==> config.mk <==
export PLATFORM = sky130hd
export DESIGN_NAME = iot_regs
export DESIGN_NICKNAME = d
export VERILOG_FILES = /design/src/verilog/iot_pkg.sv /design/src/verilog/iot_timer.sv /design/src/verilog/iot_regs.sv
export SDC_FILE = /design/constraint.sdc
export NUM_CORES = 1
export LEC_CHECK = 0
export ABC_CLOCK_PERIOD_IN_PS = 18300
export BUFFER_PORTS_ARGS = -buffer_cell sky130_fd_sc_hd__buf_2
export CAP_MARGIN = 20
export CORE_MARGIN = 1
export CORE_UTILIZATION = 45
export DETAILED_ROUTE_END_ITERATION = 10
export GPL_ROUTABILITY_DRIVEN = 0
export SKIP_CTS_REPAIR_TIMING = 1
export SLEW_MARGIN = 20
export SYNTH_ARGS = -nofsm -noshare
export SYNTH_HDL_FRONTEND = slang
export SYNTH_SLANG_ARGS = --single-unit
==> constraint.sdc <==
create_clock -name CLK -period 18.3 [get_ports CLK]
set_clock_uncertainty 0.15 [all_clocks]
set_input_delay 0.915 -clock CLK [delete_from_list [all_inputs] [get_ports CLK]]
set_output_delay 0.915 -clock CLK [all_outputs]
set_load 0.02 [all_outputs]
==> src/verilog/iot_pkg.sv <==
// Shared constants and types for the I/O-timer register decode block
package iot_pkg;
   localparam int          DATA_W       = 8;
   localparam int          ADDR_W       = 10;
   localparam int          RAM_AW_DEF   = 6;
   // Address, interrupt pin and flag bit positions
   localparam int          A_TIMER_BIT  = 2;
   localparam int          A_IRQEN_BIT  = 3;
   localparam int          IRQ_PIN_BIT  = 7;
   localparam int          FLAG_BIT     = 7;
   // Port register select on address bits 1..0
   localparam logic [1:0]  SEL_PA_DATA  = 2'h0;
   localparam logic [1:0]  SEL_PA_DIR   = 2'h1;
   localparam logic [1:0]  SEL_PB_DATA  = 2'h2;
   localparam logic [1:0]  SEL_PB_DIR   = 2'h3;
   // Prescale select on address bits 1..0, and last prescaler count for each
   localparam logic [1:0]  PS_DIV_1     = 2'h0;
   localparam logic [1:0]  PS_DIV_8     = 2'h1;
   localparam logic [1:0]  PS_DIV_64    = 2'h2;
   localparam logic [1:0]  PS_DIV_1024  = 2'h3;
   localparam logic [9:0]  PS_LAST_1    = 10'h000;
   localparam logic [9:0]  PS_LAST_8    = 10'h007;
   localparam logic [9:0]  PS_LAST_64   = 10'h03F;
   localparam logic [9:0]  PS_LAST_1024 = 10'h3FF;
   // Reset values
   localparam logic [7:0]  PORT_RST     = 8'h00;
   localparam logic [7:0]  TIMER_RST    = 8'hFF;
   localparam logic [7:0]  RDATA_RST    = 8'h00;
   localparam logic [7:0]  ROM_SEED_DEF = 8'h5A; // Arbitrary fill pattern

   typedef struct packed {
      logic                rom_sel;
      logic                ram_sel;
      logic                io_sel;
      logic                rd;
      logic [ADDR_W-1:0]   addr;
      logic [DATA_W-1:0]   wdata;
   } iot_req_t;

   typedef enum logic [0:0] {
      TS_COUNT   = 1'b0,
      TS_EXPIRED = 1'b1
   } iot_tstate_t;

   function automatic logic [9:0] iot_ps_last(input logic [1:0] sel);
      case (sel)
         PS_DIV_1: iot_ps_last = PS_LAST_1;
         PS_DIV_8: iot_ps_last = PS_LAST_8;
         PS_DIV_64: iot_ps_last = PS_LAST_64;
         default: iot_ps_last = PS_LAST_1024;
      endcase
   endfunction

   // Port read: output lines give the stored bit, input lines the pin
   function automatic logic [7:0] iot_port_read(input logic [7:0] data, input logic [7:0] dir,
                                                input logic [7:0] pin);
      iot_port_read = (data & dir) | (pin & ~dir);
   endfunction
endpackage

==> src/verilog/iot_timer.sv <==
// Interval timer core: prescaled countdown, expiry flag, free run after expiry
`timescale 1ns/10ps
module iot_timer
   import iot_pkg::*;
(
   // Clock and reset
   input  wire logic        clk,
   input  wire logic        rst,
   input  wire logic        ce,
   // Control
   input  wire logic        load,
   input  wire logic [7:0]  load_val,
   input  wire logic [1:0]  load_ps,
   input  wire logic        access,
   // State
   output logic      [7:0]  count,
   output logic             flag
);
   iot_tstate_t st_q, st_d;
   logic [7:0]  cnt_q, cnt_d;
   logic [9:0]  ps_q, ps_d;
   logic [1:0]  sel_q, sel_d;
   logic        flag_q, flag_d;
   logic        tick, event_hit;

   always_comb begin
      st_d   = st_q;
      cnt_d  = cnt_q;
      ps_d   = ps_q;
      sel_d  = sel_q;
      flag_d = flag_q;
      // After expiry every clock is a tick, whatever prescale was loaded
      tick      = (st_q == TS_EXPIRED) || (ps_q == iot_ps_last(sel_q));
      event_hit = (st_q == TS_COUNT) && tick && (cnt_q == 8'h00);
      case (st_q)
         TS_COUNT: begin
            ps_d = tick ? 10'h000 : ps_q + 10'h001;
            if (tick) begin
               cnt_d = cnt_q - 8'h01;
            end
            if (event_hit) begin
               st_d = TS_EXPIRED;
            end
         end
         TS_EXPIRED: begin
            cnt_d = cnt_q - 8'h01;
         end
         default: st_d = TS_COUNT;
      endcase
      if (load) begin
         st_d  = TS_COUNT;
         cnt_d = load_val;
         ps_d  = 10'h000;
         sel_d = load_ps;
      end
      // Access clears the flag, but an event in the same cycle wins
      if (access) begin
         flag_d = 1'b0;
      end
      if (event_hit) begin
         flag_d = 1'b1;
      end
   end

   always_ff @(posedge clk or posedge rst) begin
      if (rst) begin
         st_q   <= TS_EXPIRED;
         cnt_q  <= TIMER_RST;
         ps_q   <= 10'h000;
         sel_q  <= PS_DIV_1;
         flag_q <= 1'b0;
      end else if (ce) begin
         st_q   <= st_d;
         cnt_q  <= cnt_d;
         ps_q   <= ps_d;
         sel_q  <= sel_d;
         flag_q <= flag_d;
      end
   end

   assign count = cnt_q;
   assign flag  = flag_q;
endmodule

==> src/verilog/iot_regs.sv <==
// Register decode for ROM, RAM, two parallel ports and the interval timer
`timescale 1ns/10ps
// Contract
// - Port region, A2 low: A1..A0 pick port A/B data or direction, read/write.
// - Timer write, A2 high: A1..A0 pick prescale 1/8/64/1024; A3 routes interrupt.
// - Each port has eight lines, each separately input or output by software, except port B line 7 while the interrupt is routed.
// - Input lines read the pin level; output lines drive the stored bit, except routed port B line 7, which only pulls low on the flag.
// - Any timer access clears flag, unless the interrupt event hits that cycle.
// - Address bit 2 low selects port registers, high selects the timer.
// - After expiry timer counts each clock; reading gives elapsed two's complement.
module iot_regs
   import iot_pkg::*;
#(
   parameter int          RAM_AW   = RAM_AW_DEF,
   parameter logic [7:0]  ROM_SEED = ROM_SEED_DEF
)(
   // Clock, reset, enable
   input  wire logic        CLK,
   input  wire logic        SYS_RST,
   input  wire logic        CE,
   // Processor bus
   input  wire iot_req_t    BUS_REQ,
   output logic      [7:0]  BUS_RDATA,
   // Port A pins
   input  wire logic [7:0]  PORT_A_IN,
   output logic      [7:0]  PORT_A_OUT,
   output logic      [7:0]  PORT_A_OE,
   // Port B pins
   input  wire logic [7:0]  PORT_B_IN,
   output logic      [7:0]  PORT_B_OUT,
   output logic      [7:0]  PORT_B_OE
);
   localparam int RAM_DEPTH = 1 << RAM_AW;

   // Pin synchronisers
   logic [7:0]  pa_meta_q, pa_sync_q, pb_meta_q, pb_sync_q;

   // Port and control registers
   logic [7:0]  port_a_data_q, port_a_data_d;
   logic [7:0]  port_a_direction_q, port_a_direction_d;
   logic [7:0]  port_b_data_q, port_b_data_d;
   logic [7:0]  port_b_direction_q, port_b_direction_d;
   logic        irq_route_q, irq_route_d;
   logic [7:0]  rdata_q, rdata_d;
   logic [7:0]  ram_q [RAM_DEPTH];
   logic [7:0]  ram_d [RAM_DEPTH];

   // Decode
   logic        rd, wr, io_hit, tmr_hit, port_hit;
   logic [1:0]  low_sel;
   logic [RAM_AW-1:0] ram_idx;
   logic        tmr_load, tmr_access;
   logic [7:0]  tmr_count;
   logic        tmr_flag;
   logic        rom_rd;
   logic        ram_hit;
   logic        ram_wr;
   logic        port_wr;
   logic        port_rd;
   logic        tmr_cnt_rd;
   logic        tmr_flg_rd;

   // Constant ROM image, folded from the address
   function automatic logic [7:0] rom_byte(input logic [ADDR_W-1:0] a);
      rom_byte = a[7:0] ^ {a[9:8], a[9:4]} ^ ROM_SEED;
   endfunction

   assign rd         = BUS_REQ.rd;
   assign wr         = ~BUS_REQ.rd;
   assign io_hit     = BUS_REQ.io_sel && !BUS_REQ.rom_sel && !BUS_REQ.ram_sel;
   assign port_hit   = io_hit && !BUS_REQ.addr[A_TIMER_BIT];
   assign tmr_hit    = io_hit && BUS_REQ.addr[A_TIMER_BIT];
   assign low_sel    = BUS_REQ.addr[1:0];
   assign ram_idx    = BUS_REQ.addr[RAM_AW-1:0];
   assign tmr_load   = tmr_hit && wr;
   assign tmr_access = tmr_hit;
   // Priority ROM, then RAM, then I/O: overlapping selects never reach two targets
   assign rom_rd     = BUS_REQ.rom_sel && rd;
   assign ram_hit    = BUS_REQ.ram_sel && !BUS_REQ.rom_sel;
   assign ram_wr     = ram_hit && wr;
   assign port_wr    = port_hit && wr;
   assign port_rd    = port_hit && rd;
   assign tmr_cnt_rd = tmr_hit && rd && !BUS_REQ.addr[0];
   assign tmr_flg_rd = tmr_hit && rd && BUS_REQ.addr[0];

   iot_timer u_timer (
      .clk      (CLK),
      .rst      (SYS_RST),
      .ce       (CE),
      .load     (tmr_load),
      .load_val (BUS_REQ.wdata),
      .load_ps  (low_sel),
      .access   (tmr_access),
      .count    (tmr_count),
      .flag     (tmr_flag)
   );

   // Port and routing registers; only a port write, a timer write or a timer count read moves them
   always_comb begin
      port_a_data_d      = port_a_data_q;
      port_a_direction_d = port_a_direction_q;
      port_b_data_d      = port_b_data_q;
      port_b_direction_d = port_b_direction_q;
      irq_route_d        = irq_route_q;
      if (port_wr) begin
         case (low_sel)
            SEL_PA_DATA: port_a_data_d      = BUS_REQ.wdata;
            SEL_PA_DIR:  port_a_direction_d = BUS_REQ.wdata;
            SEL_PB_DATA: port_b_data_d      = BUS_REQ.wdata;
            SEL_PB_DIR:  port_b_direction_d = BUS_REQ.wdata;
            default:     port_a_data_d      = port_a_data_q;
         endcase
      end
      // Every timer write sets the routing from A3; a count read sets it from A3 too
      if (tmr_load) begin
         irq_route_d = BUS_REQ.addr[A_IRQEN_BIT];
      end else if (tmr_cnt_rd) begin
         irq_route_d = BUS_REQ.addr[A_IRQEN_BIT];
      end
   end

   // Reset leaves every line an input, so nothing is driven until software asks
   always_ff @(posedge CLK or posedge SYS_RST) begin
      if (SYS_RST) begin
         port_a_data_q      <= PORT_RST;
         port_a_direction_q <= PORT_RST;
         port_b_data_q      <= PORT_RST;
         port_b_direction_q <= PORT_RST;
         irq_route_q        <= 1'b0;
      end else if (CE) begin
         port_a_data_q      <= port_a_data_d;
         port_a_direction_q <= port_a_direction_d;
         port_b_data_q      <= port_b_data_d;
         port_b_direction_q <= port_b_direction_d;
         irq_route_q        <= irq_route_d;
      end
   end

   always_comb begin
      ram_d = ram_q;
      if (ram_wr) begin
         ram_d[ram_idx] = BUS_REQ.wdata;
      end
   end

   // Clearing every byte costs reset wiring but keeps early reads defined
   always_ff @(posedge CLK or posedge SYS_RST) begin
      if (SYS_RST) begin
         for (int i = 0; i < RAM_DEPTH; i++) begin
            ram_q[i] <= 8'h00;
         end
      end else if (CE) begin
         ram_q <= ram_d;
      end
   end

   // Two stages before any logic reads a pin level
   always_ff @(posedge CLK or posedge SYS_RST) begin
      if (SYS_RST) begin
         pa_meta_q <= PORT_RST;
         pa_sync_q <= PORT_RST;
         pb_meta_q <= PORT_RST;
         pb_sync_q <= PORT_RST;
      end else if (CE) begin
         pa_meta_q <= PORT_A_IN;
         pa_sync_q <= pa_meta_q;
         pb_meta_q <= PORT_B_IN;
         pb_sync_q <= pb_meta_q;
      end
   end

   // Read data moves only on a read, so it stands until the next one
   always_comb begin
      rdata_d = rdata_q;
      if (rom_rd) begin
         rdata_d = rom_byte(BUS_REQ.addr);
      end else if (ram_hit && rd) begin
         rdata_d = ram_q[ram_idx];
      end else if (port_rd) begin
         case (low_sel)
            SEL_PA_DATA: rdata_d = iot_port_read(port_a_data_q, port_a_direction_q, pa_sync_q);
            SEL_PA_DIR:  rdata_d = port_a_direction_q;
            SEL_PB_DATA: rdata_d = iot_port_read(port_b_data_q, port_b_direction_q, pb_sync_q);
            SEL_PB_DIR:  rdata_d = port_b_direction_q;
            default:     rdata_d = rdata_q;
         endcase
      end else if (tmr_cnt_rd) begin
         rdata_d = tmr_count;
      end else if (tmr_flg_rd) begin
         rdata_d           = 8'h00;
         rdata_d[FLAG_BIT] = tmr_flag;
      end
   end

   // Registered so the bus sees a flop rather than the decode mux
   always_ff @(posedge CLK or posedge SYS_RST) begin
      if (SYS_RST) begin
         rdata_q <= RDATA_RST;
      end else if (CE) begin
         rdata_q <= rdata_d;
      end
   end

   // Pins: direction bit 1 drives the line
   always_comb begin
      PORT_A_OUT = port_a_data_q;
      PORT_A_OE  = port_a_direction_q;
      PORT_B_OUT = port_b_data_q;
      PORT_B_OE  = port_b_direction_q;
      // Routed interrupt pulls the top port B line low, open-drain style
      if (irq_route_q) begin
         PORT_B_OUT[IRQ_PIN_BIT] = 1'b0;
         PORT_B_OE[IRQ_PIN_BIT]  = tmr_flag;
      end
   end

   assign BUS_RDATA = rdata_q;
endmodule

======== Word level (Yosys, flattened, before mapping) ========
Cells that the tools add are included.
storage, ports and cells
  output and inout bits ................... 40
  register bits ........................... 607
  input port bits ......................... 41
operators by class
  magnitude comparators ................... 2
  bitwise gates (word level) .............. 13
  mux-type cells .......................... 28
  reductions and logical operators ........ 39
  equality and inequality tests ........... 8
  $add $sub $neg .......................... 2
operators by type and width
  cell                                                                           count
  512-bit bitwise mux                                                            1
  8-bit 2-to-1 mux                                                               10
  8-bit binary-select mux with 6-bit select                                      1
  8-bit demux with 6-bit select                                                  1
  8-bit AND                                                                      4
  8-bit case mux with 4 select lines                                             1
  10-bit 2-to-1 mux                                                              3
  10-bit case mux with 3 select lines                                            1
  1-bit logical AND                                                              17
  8-bit inverter                                                                 2
  8-bit bitwise OR                                                               2
  8-bit case mux with 2 select lines                                             1
  2-bit AND reduction                                                            7
  3-bit AND reduction                                                            4
  10-bit by 1-bit adder with 10-bit output (second input constant)               1
  10-bit equality test                                                           1
  1-bit 2-to-1 mux                                                               9
  8-bit logical NOT                                                              1
  8-bit by 1-bit subtractor with 8-bit output (second input constant)            1
  8-bit XOR                                                                      1
  7-bit greater-or-equal comparator (second input constant)                      1
  7-bit by 1-bit less-than comparator with 1-bit output (second input constant)  1
  6-bit inverter with 7-bit output                                               1
  2-bit equality test (second input constant)                                    3
  10 further kinds                                                               17

======== Depth between registers and ports, before layout ========
  word-level depth ........................ 11
  mapped depth ............................ 11
  gate-level depth less buffers ........... 7

======== Modules after synthesis ========
A second synthesis with hierarchy kept.
unflattened totals
  cell total of the unflattened synthesis .. 1988
  area, all modules ....................... 28587.4 µm²
by module, submodules not included
  module     times used  area each (µm²)  cells each
  iot_regs   1           27248.6          1841
  iot_timer  1           1338.8           147

======== Worst setup path before layout ========
Ideal clock, no wire load.
  path type ............................... input to register
  start ................................... in BUS_REQ[9] (netlist name)
  end ..................................... reg rdata_q[6], in the netlist BUS_RDATA[6]
  stages on the path ...................... 7
  arrival ................................. 2.540 ns
  data required time ...................... 18.024 ns
  slack ................................... 15.484 ns
  library setup time ...................... 0.126 ns
  cells stage by stage .................... buf_2 > buf_4 > buf_1 > mux4_2 > a32oi_1 > nand4_1 > a221o_1
between the ends
  word-level cells in the longest chain between the ends .. 6
ends and longest elaborated chain
  what                                                    line             text
  start: declaration                                      iot_regs.sv:22   input wire iot_req_t BUS_REQ,
  6-bit inverter with 7-bit output (not written as such)  iot_regs.sv:178  rdata_d = ram_q[ram_idx];
  8-bit binary-select mux with 6-bit select               iot_regs.sv:178
  8-bit 2-to-1 mux (not written as such) (2 in a row)     iot_regs.sv:178
  8-bit 2-to-1 mux (*)                                    iot_regs.sv:177  end else if (ram_hit && rd) begin
  8-bit 2-to-1 mux (*)                                    iot_regs.sv:175  if (rom_rd) begin
  end signal: assignment                                  iot_regs.sv:200  rdata_q <= rdata_d;
  end: declaration                                        iot_regs.sv:44   logic [7:0] rdata_q, rdata_d;
Mark *: on every way between the ends. The rest lies on a longest branch, timed or not. The select of a mux whose other input is x is not followed.
A chain may end at the register's enable or synchronous reset.

======== Worst setup path in the final report ========
  start ................................... in BUS_REQ[9] (netlist name)
  end ..................................... reg ram_q[65] (netlist name)
between the ends
  word-level cells in the longest chain between the ends .. 6
ends and longest elaborated chain
  what                                                                                                                              line             text
  6-bit inverter with 7-bit output (not written as such) (*)                                                                        iot_regs.sv:142  ram_d[ram_idx] = BUS_REQ.wdata;
  7-bit greater-or-equal comparator (not written as such) or 7-bit by 1-bit less-than comparator with 1-bit output (tied branches)  iot_regs.sv:142
  1-bit logical AND (not written as such)                                                                                           iot_regs.sv:142
  8-bit 2-to-1 mux (not written as such)                                                                                            iot_regs.sv:142
  8-bit demux with 6-bit select (*)                                                                                                 iot_regs.sv:142
  512-bit bitwise mux (*)                                                                                                           iot_regs.sv:142
  end signal: assignment                                                                                                            iot_regs.sv:153  ram_q <= ram_d;
  end: declaration                                                                                                                  iot_regs.sv:45   logic [7:0] ram_q [RAM_DEPTH];
Mark *: on every way between the ends. The rest lies on a longest branch, timed or not.

==> run summary <==
From synthesis to final layout, the design area changed by 10.9%. The run gives 61.9 uV as the worst-case vdd ir drop. The kind of path behind the tightest hold check was in -> async. The setup check on the worst reg-to-reg path leaves a slack of 15.70 ns. The logs give 0 for the final-report max-slew violation count and 0.0125 sq mm for the multi-input logic area.

The number of antenna violations at the first check in global routing came out at 0. Entering global routing, the biggest net connects 183 pins. The power density of the placed cells came out at 96.8 mW/mm^2.

The worst-path maximum fanout works out to 69. Summing all placed instances gives a cell area of 0.0296 sq mm. The buffer depth of the longest clock path is 3, and the vias after detailed routing is 17500. For the sequential element share of the synthesized area, the log shows 0.531.

The master cell of the clock root buffer is clkbuf_16. The net count of the finished layout was 2076; the overall die height was 254 microns. The share of final-layout standard cells stronger than drive strength 1 is 0.474, and the number of I/O pins is 81. Clock-pin slew was measured on the worst setup and hold paths at 0.06 ns. The first global-routing pass estimated 117000 microns of wire. Cell repeated most along the worst path: buf_4. Dominant register cell in the synthesized netlist: dfrtp_1.

The utilization after layout is 0.504. Library cell with the largest summed area after synthesis: dfrtp_1. The relative max-transition margin was 0.315.

The startpoint identified for the worst register-to-register timing path is u_timer.ps_q[2]. The floorplan die width was 254 microns; the total CTS buffers was 68. Setup repair after global routing left no endpoint under its margin. The tools report the number of sinks driven by the clock tree as 607. The floorplan step defined a die boundary enclosing 0.0646 sq mm.

The proportion of netlist area held by the largest area contributor came out at 0.523. For the data required time of the worst path, the log shows 18.62 ns. Once layout is done, the placed cells without fillers occupy 0.0317 sq mm. Walking the worst path, the cells encountered are buf_6, buf_4, inv_1, buf_4, nor3_4, nand2_2, mux2_1.

The analysis attributes to cell leakage a power of 0.0149 uW. The overall global routing resource usage was 0.244. The core area was 0.0630 sq mm. The floorplan has 92 rows. After detailed routing, the number of remaining DRC violations is 0. Adding up every negative setup slack in the final design gives 0 ns.

The path type of the worst setup path is in -> reg. The post-synthesis net count is 2049, and the effective utilization at floorplan is 0.454. The tools report the insertion delay to the later sink of the worst-skew pair as 0.61 ns.

In the detailed route, the total length drawn on met3 is 3890 microns. Summing every instance area after synthesis gives 0.0286 sq mm. The initial detailed-routing violation count was 1363; the register bit total from synthesis was 607. The via-per-instance ratio works out to 5.99. Number of search-and-repair iterations in the first detailed-routing pass: 5. The tool flagged a number of max-cap violations equal to 0. Summed over all nets, the half-perimeter wirelength after detailed placement is 47500 microns.

The most repeated cell in the gate-level netlist after synthesis was dfrtp_1. The residual overflow from global routing was 0. Timing would allow up to 250 MHz. The startpoint type of the worst setup path is an input port. TritonCTS built the clock tree. The cell family contributing the most delay on the critical path is buffers and inverters. The final-report hold violation count is 0, and the worst endpoint data arrival time is 4.33 ns. The time the worst path needs with I/O delays and setup is 4.01 ns, and the met2 routed wirelength is 36000 microns. The final clock period utilization by the worst path was 0.219. Category of the worst setup path capture point: a register. Capture point of the worst reg-to-reg path: u_timer.count[3]. The run finished with clean final reports. For the pin with the worst max-slew slack, the measured transition is 1.01 ns. After detailed routing, no signal wire sits above met4. The number of enable-type register cells in the synthesized netlist came out at 0. Setup violations remaining at the end of the flow were counted as 0. The tools report the total number of H-tree levels as 3.

For this block, wires on met1 add up to 34400 microns. The number of diodes came out at 0. The sum of buffers and inverters on the critical path was 4. For the worst flop-to-flop path, the logic depth is 6. A synthesized cell averages 14.3 sq um.

The number of warnings reported in the yosys synthesis log was 0; the maximum cell stage delay along the critical path was 0.83 ns. The total wire length after detailed routing is 76500 microns. The filler cells instantiated in the layout total 5379. Synthesis instantiated 78 different standard cells from the library.

In the synthesized netlist, the cells that appear most often are dfrtp_1 (598), mux2_2 (575), mux4_2 (113). The share of async-settable or async-resettable flops after synthesis was 1.00. The tools report the post-synthesis cell count as 2006. In the final layout, flip-flops and latches occupy 0.0152 sq mm. The number of global-route vias before repair was 18000; the count of input and output buffers was 80. Among all stages on the critical path, the largest delay is contributed by nor3_4.

The detail route stage leaves a number of antenna-violating nets equal to 0. Ranked by total cell area, the synthesized netlist is headed by dfrtp_1 (52%), mux2_2 (23%), mux4_2 (8.9%), mux2i_1 (1.3%), clkbuf_1 (1.0%). In the final routed layout, each cell accounts on average for 26.2 microns.
## state kept, by name, indices dropped and copies added (netlist names)
name / count
BUS_RDATA: 8
PORT_A_OE: 8
PORT_A_OUT: 8
irq_route_q: 1
pa_meta_q: 8
pa_sync_q: 8
pb_meta_q: 8
pb_sync_q: 8
port_b_data_q: 8
port_b_direction_q: 8
ram_q: 512
u_timer.count: 8
u_timer.flag: 1
u_timer.ps_q: 10
u_timer.sel_q: 2
u_timer.st_q: 1
## power breakdown
| group | leakage, uW | internal, uW | switching, uW |
|---|---|---|---|
| clock | 0.00105 | 789 | 540 |
| combinational | 0.00561 | 109 | 168 |
| sequential | 0.00829 | 1410 | 54.2 |
## cell families (layout without fill, tap and decap cells)
family | after synthesis | in the layout | share of synthesized area
xor gates and xnor gates | 8 | 8 | 0.00245
AOI/OAI and AO/OA | 181 | 181 | 0.0438
buffers and inverters | 173 | 243 | 0.0300
muxes | 734 | 734 | 0.332
adders and majority gates | 2 | 2 | 0.000875
DFF | 607 | 607 | 0.531
and+or+nand+nor | 301 | 301 | 0.0598
## routing by layer
metal,vias to the layer above,global-route usage
met5,-,0
met4,0,0.0781
met3,133,0.0403
met2,494,0.384
met1,9381,0.345
li1,7496,-
## cell type report
type                            count  area share
Inverter                           23     0.00296
Clock inverter                     14     0.00505
Timing Repair Buffer              107      0.0215
Sequential cell                   607       0.479
Multi-Input combinational cell   1226       0.396
Tap cell                          846      0.0334
Clock buffer                       99      0.0624
## per-stage QoR
step / setup slack (ns) / instances / total power (uW) / hold slack (ns)
3_5_place_dp: 13.67 / 2808 / 1770 / 0.320
4_1_cts: 14.30 / 2921 / 3100 / 0.334
2_1_floorplan: 0.257 / 2006 / 1680 / 0.299
5_1_grt: 13.93 / 2922 / 3180 / 0.356
3_3_place_gp: 13.68 / 2808 / 1760 / 0.312
6_report: 14.29 / 2922 / 3070 / 0.311
## worst max-delay path by stage
stage                    start           end  slack [ns]  cells after the start
floorplan              SYS_RST  BUS_RDATA[0]        0.26                      1
global placement    BUS_REQ[9]     ram_q[66]       13.68                      7
detailed placement     SYS_RST    ram_q[412]       13.67                      5
CTS                    SYS_RST    ram_q[412]       14.30                      5
global route           SYS_RST    ram_q[412]       13.93                      5
finish              BUS_REQ[9]     ram_q[65]       14.29                      7
## placed cells by master, fill, tap and decap left out, drive strengths merged, types with 5 or more instances in the layout
| master | synthesis | layout |
|---|---|---|
| dfrtp | 598 | 598 |
| mux2 | 583 | 583 |
| mux4 | 113 | 113 |
| buf | 70 | 107 |
| clkbuf | 80 | 99 |
| nand2 | 98 | 98 |
| nor2 | 71 | 71 |
| o21ai | 42 | 42 |
| mux2i | 38 | 38 |
| nand3 | 28 | 28 |
| a21oi | 26 | 26 |
| inv | 23 | 25 |
| nor3 | 21 | 21 |
| o22ai | 14 | 14 |
| nor2b | 13 | 13 |
| nor3b | 13 | 13 |
| a22oi | 11 | 11 |
| nand2b | 10 | 10 |
| nand4 | 10 | 10 |
| a22o | 10 | 10 |
| nor4 | 9 | 9 |
| a31oi | 9 | 9 |
| dfstp | 9 | 9 |
| and2 | 9 | 9 |
| and3 | 8 | 8 |
| a32oi | 7 | 7 |
| a221oi | 6 | 6 |
| clkinv | 0 | 6 |
| a211oi | 5 | 5 |
| o2bb2ai | 5 | 5 |
| o311ai | 5 | 5 |
Note: power is estimated with default switching activity, not from simulation.
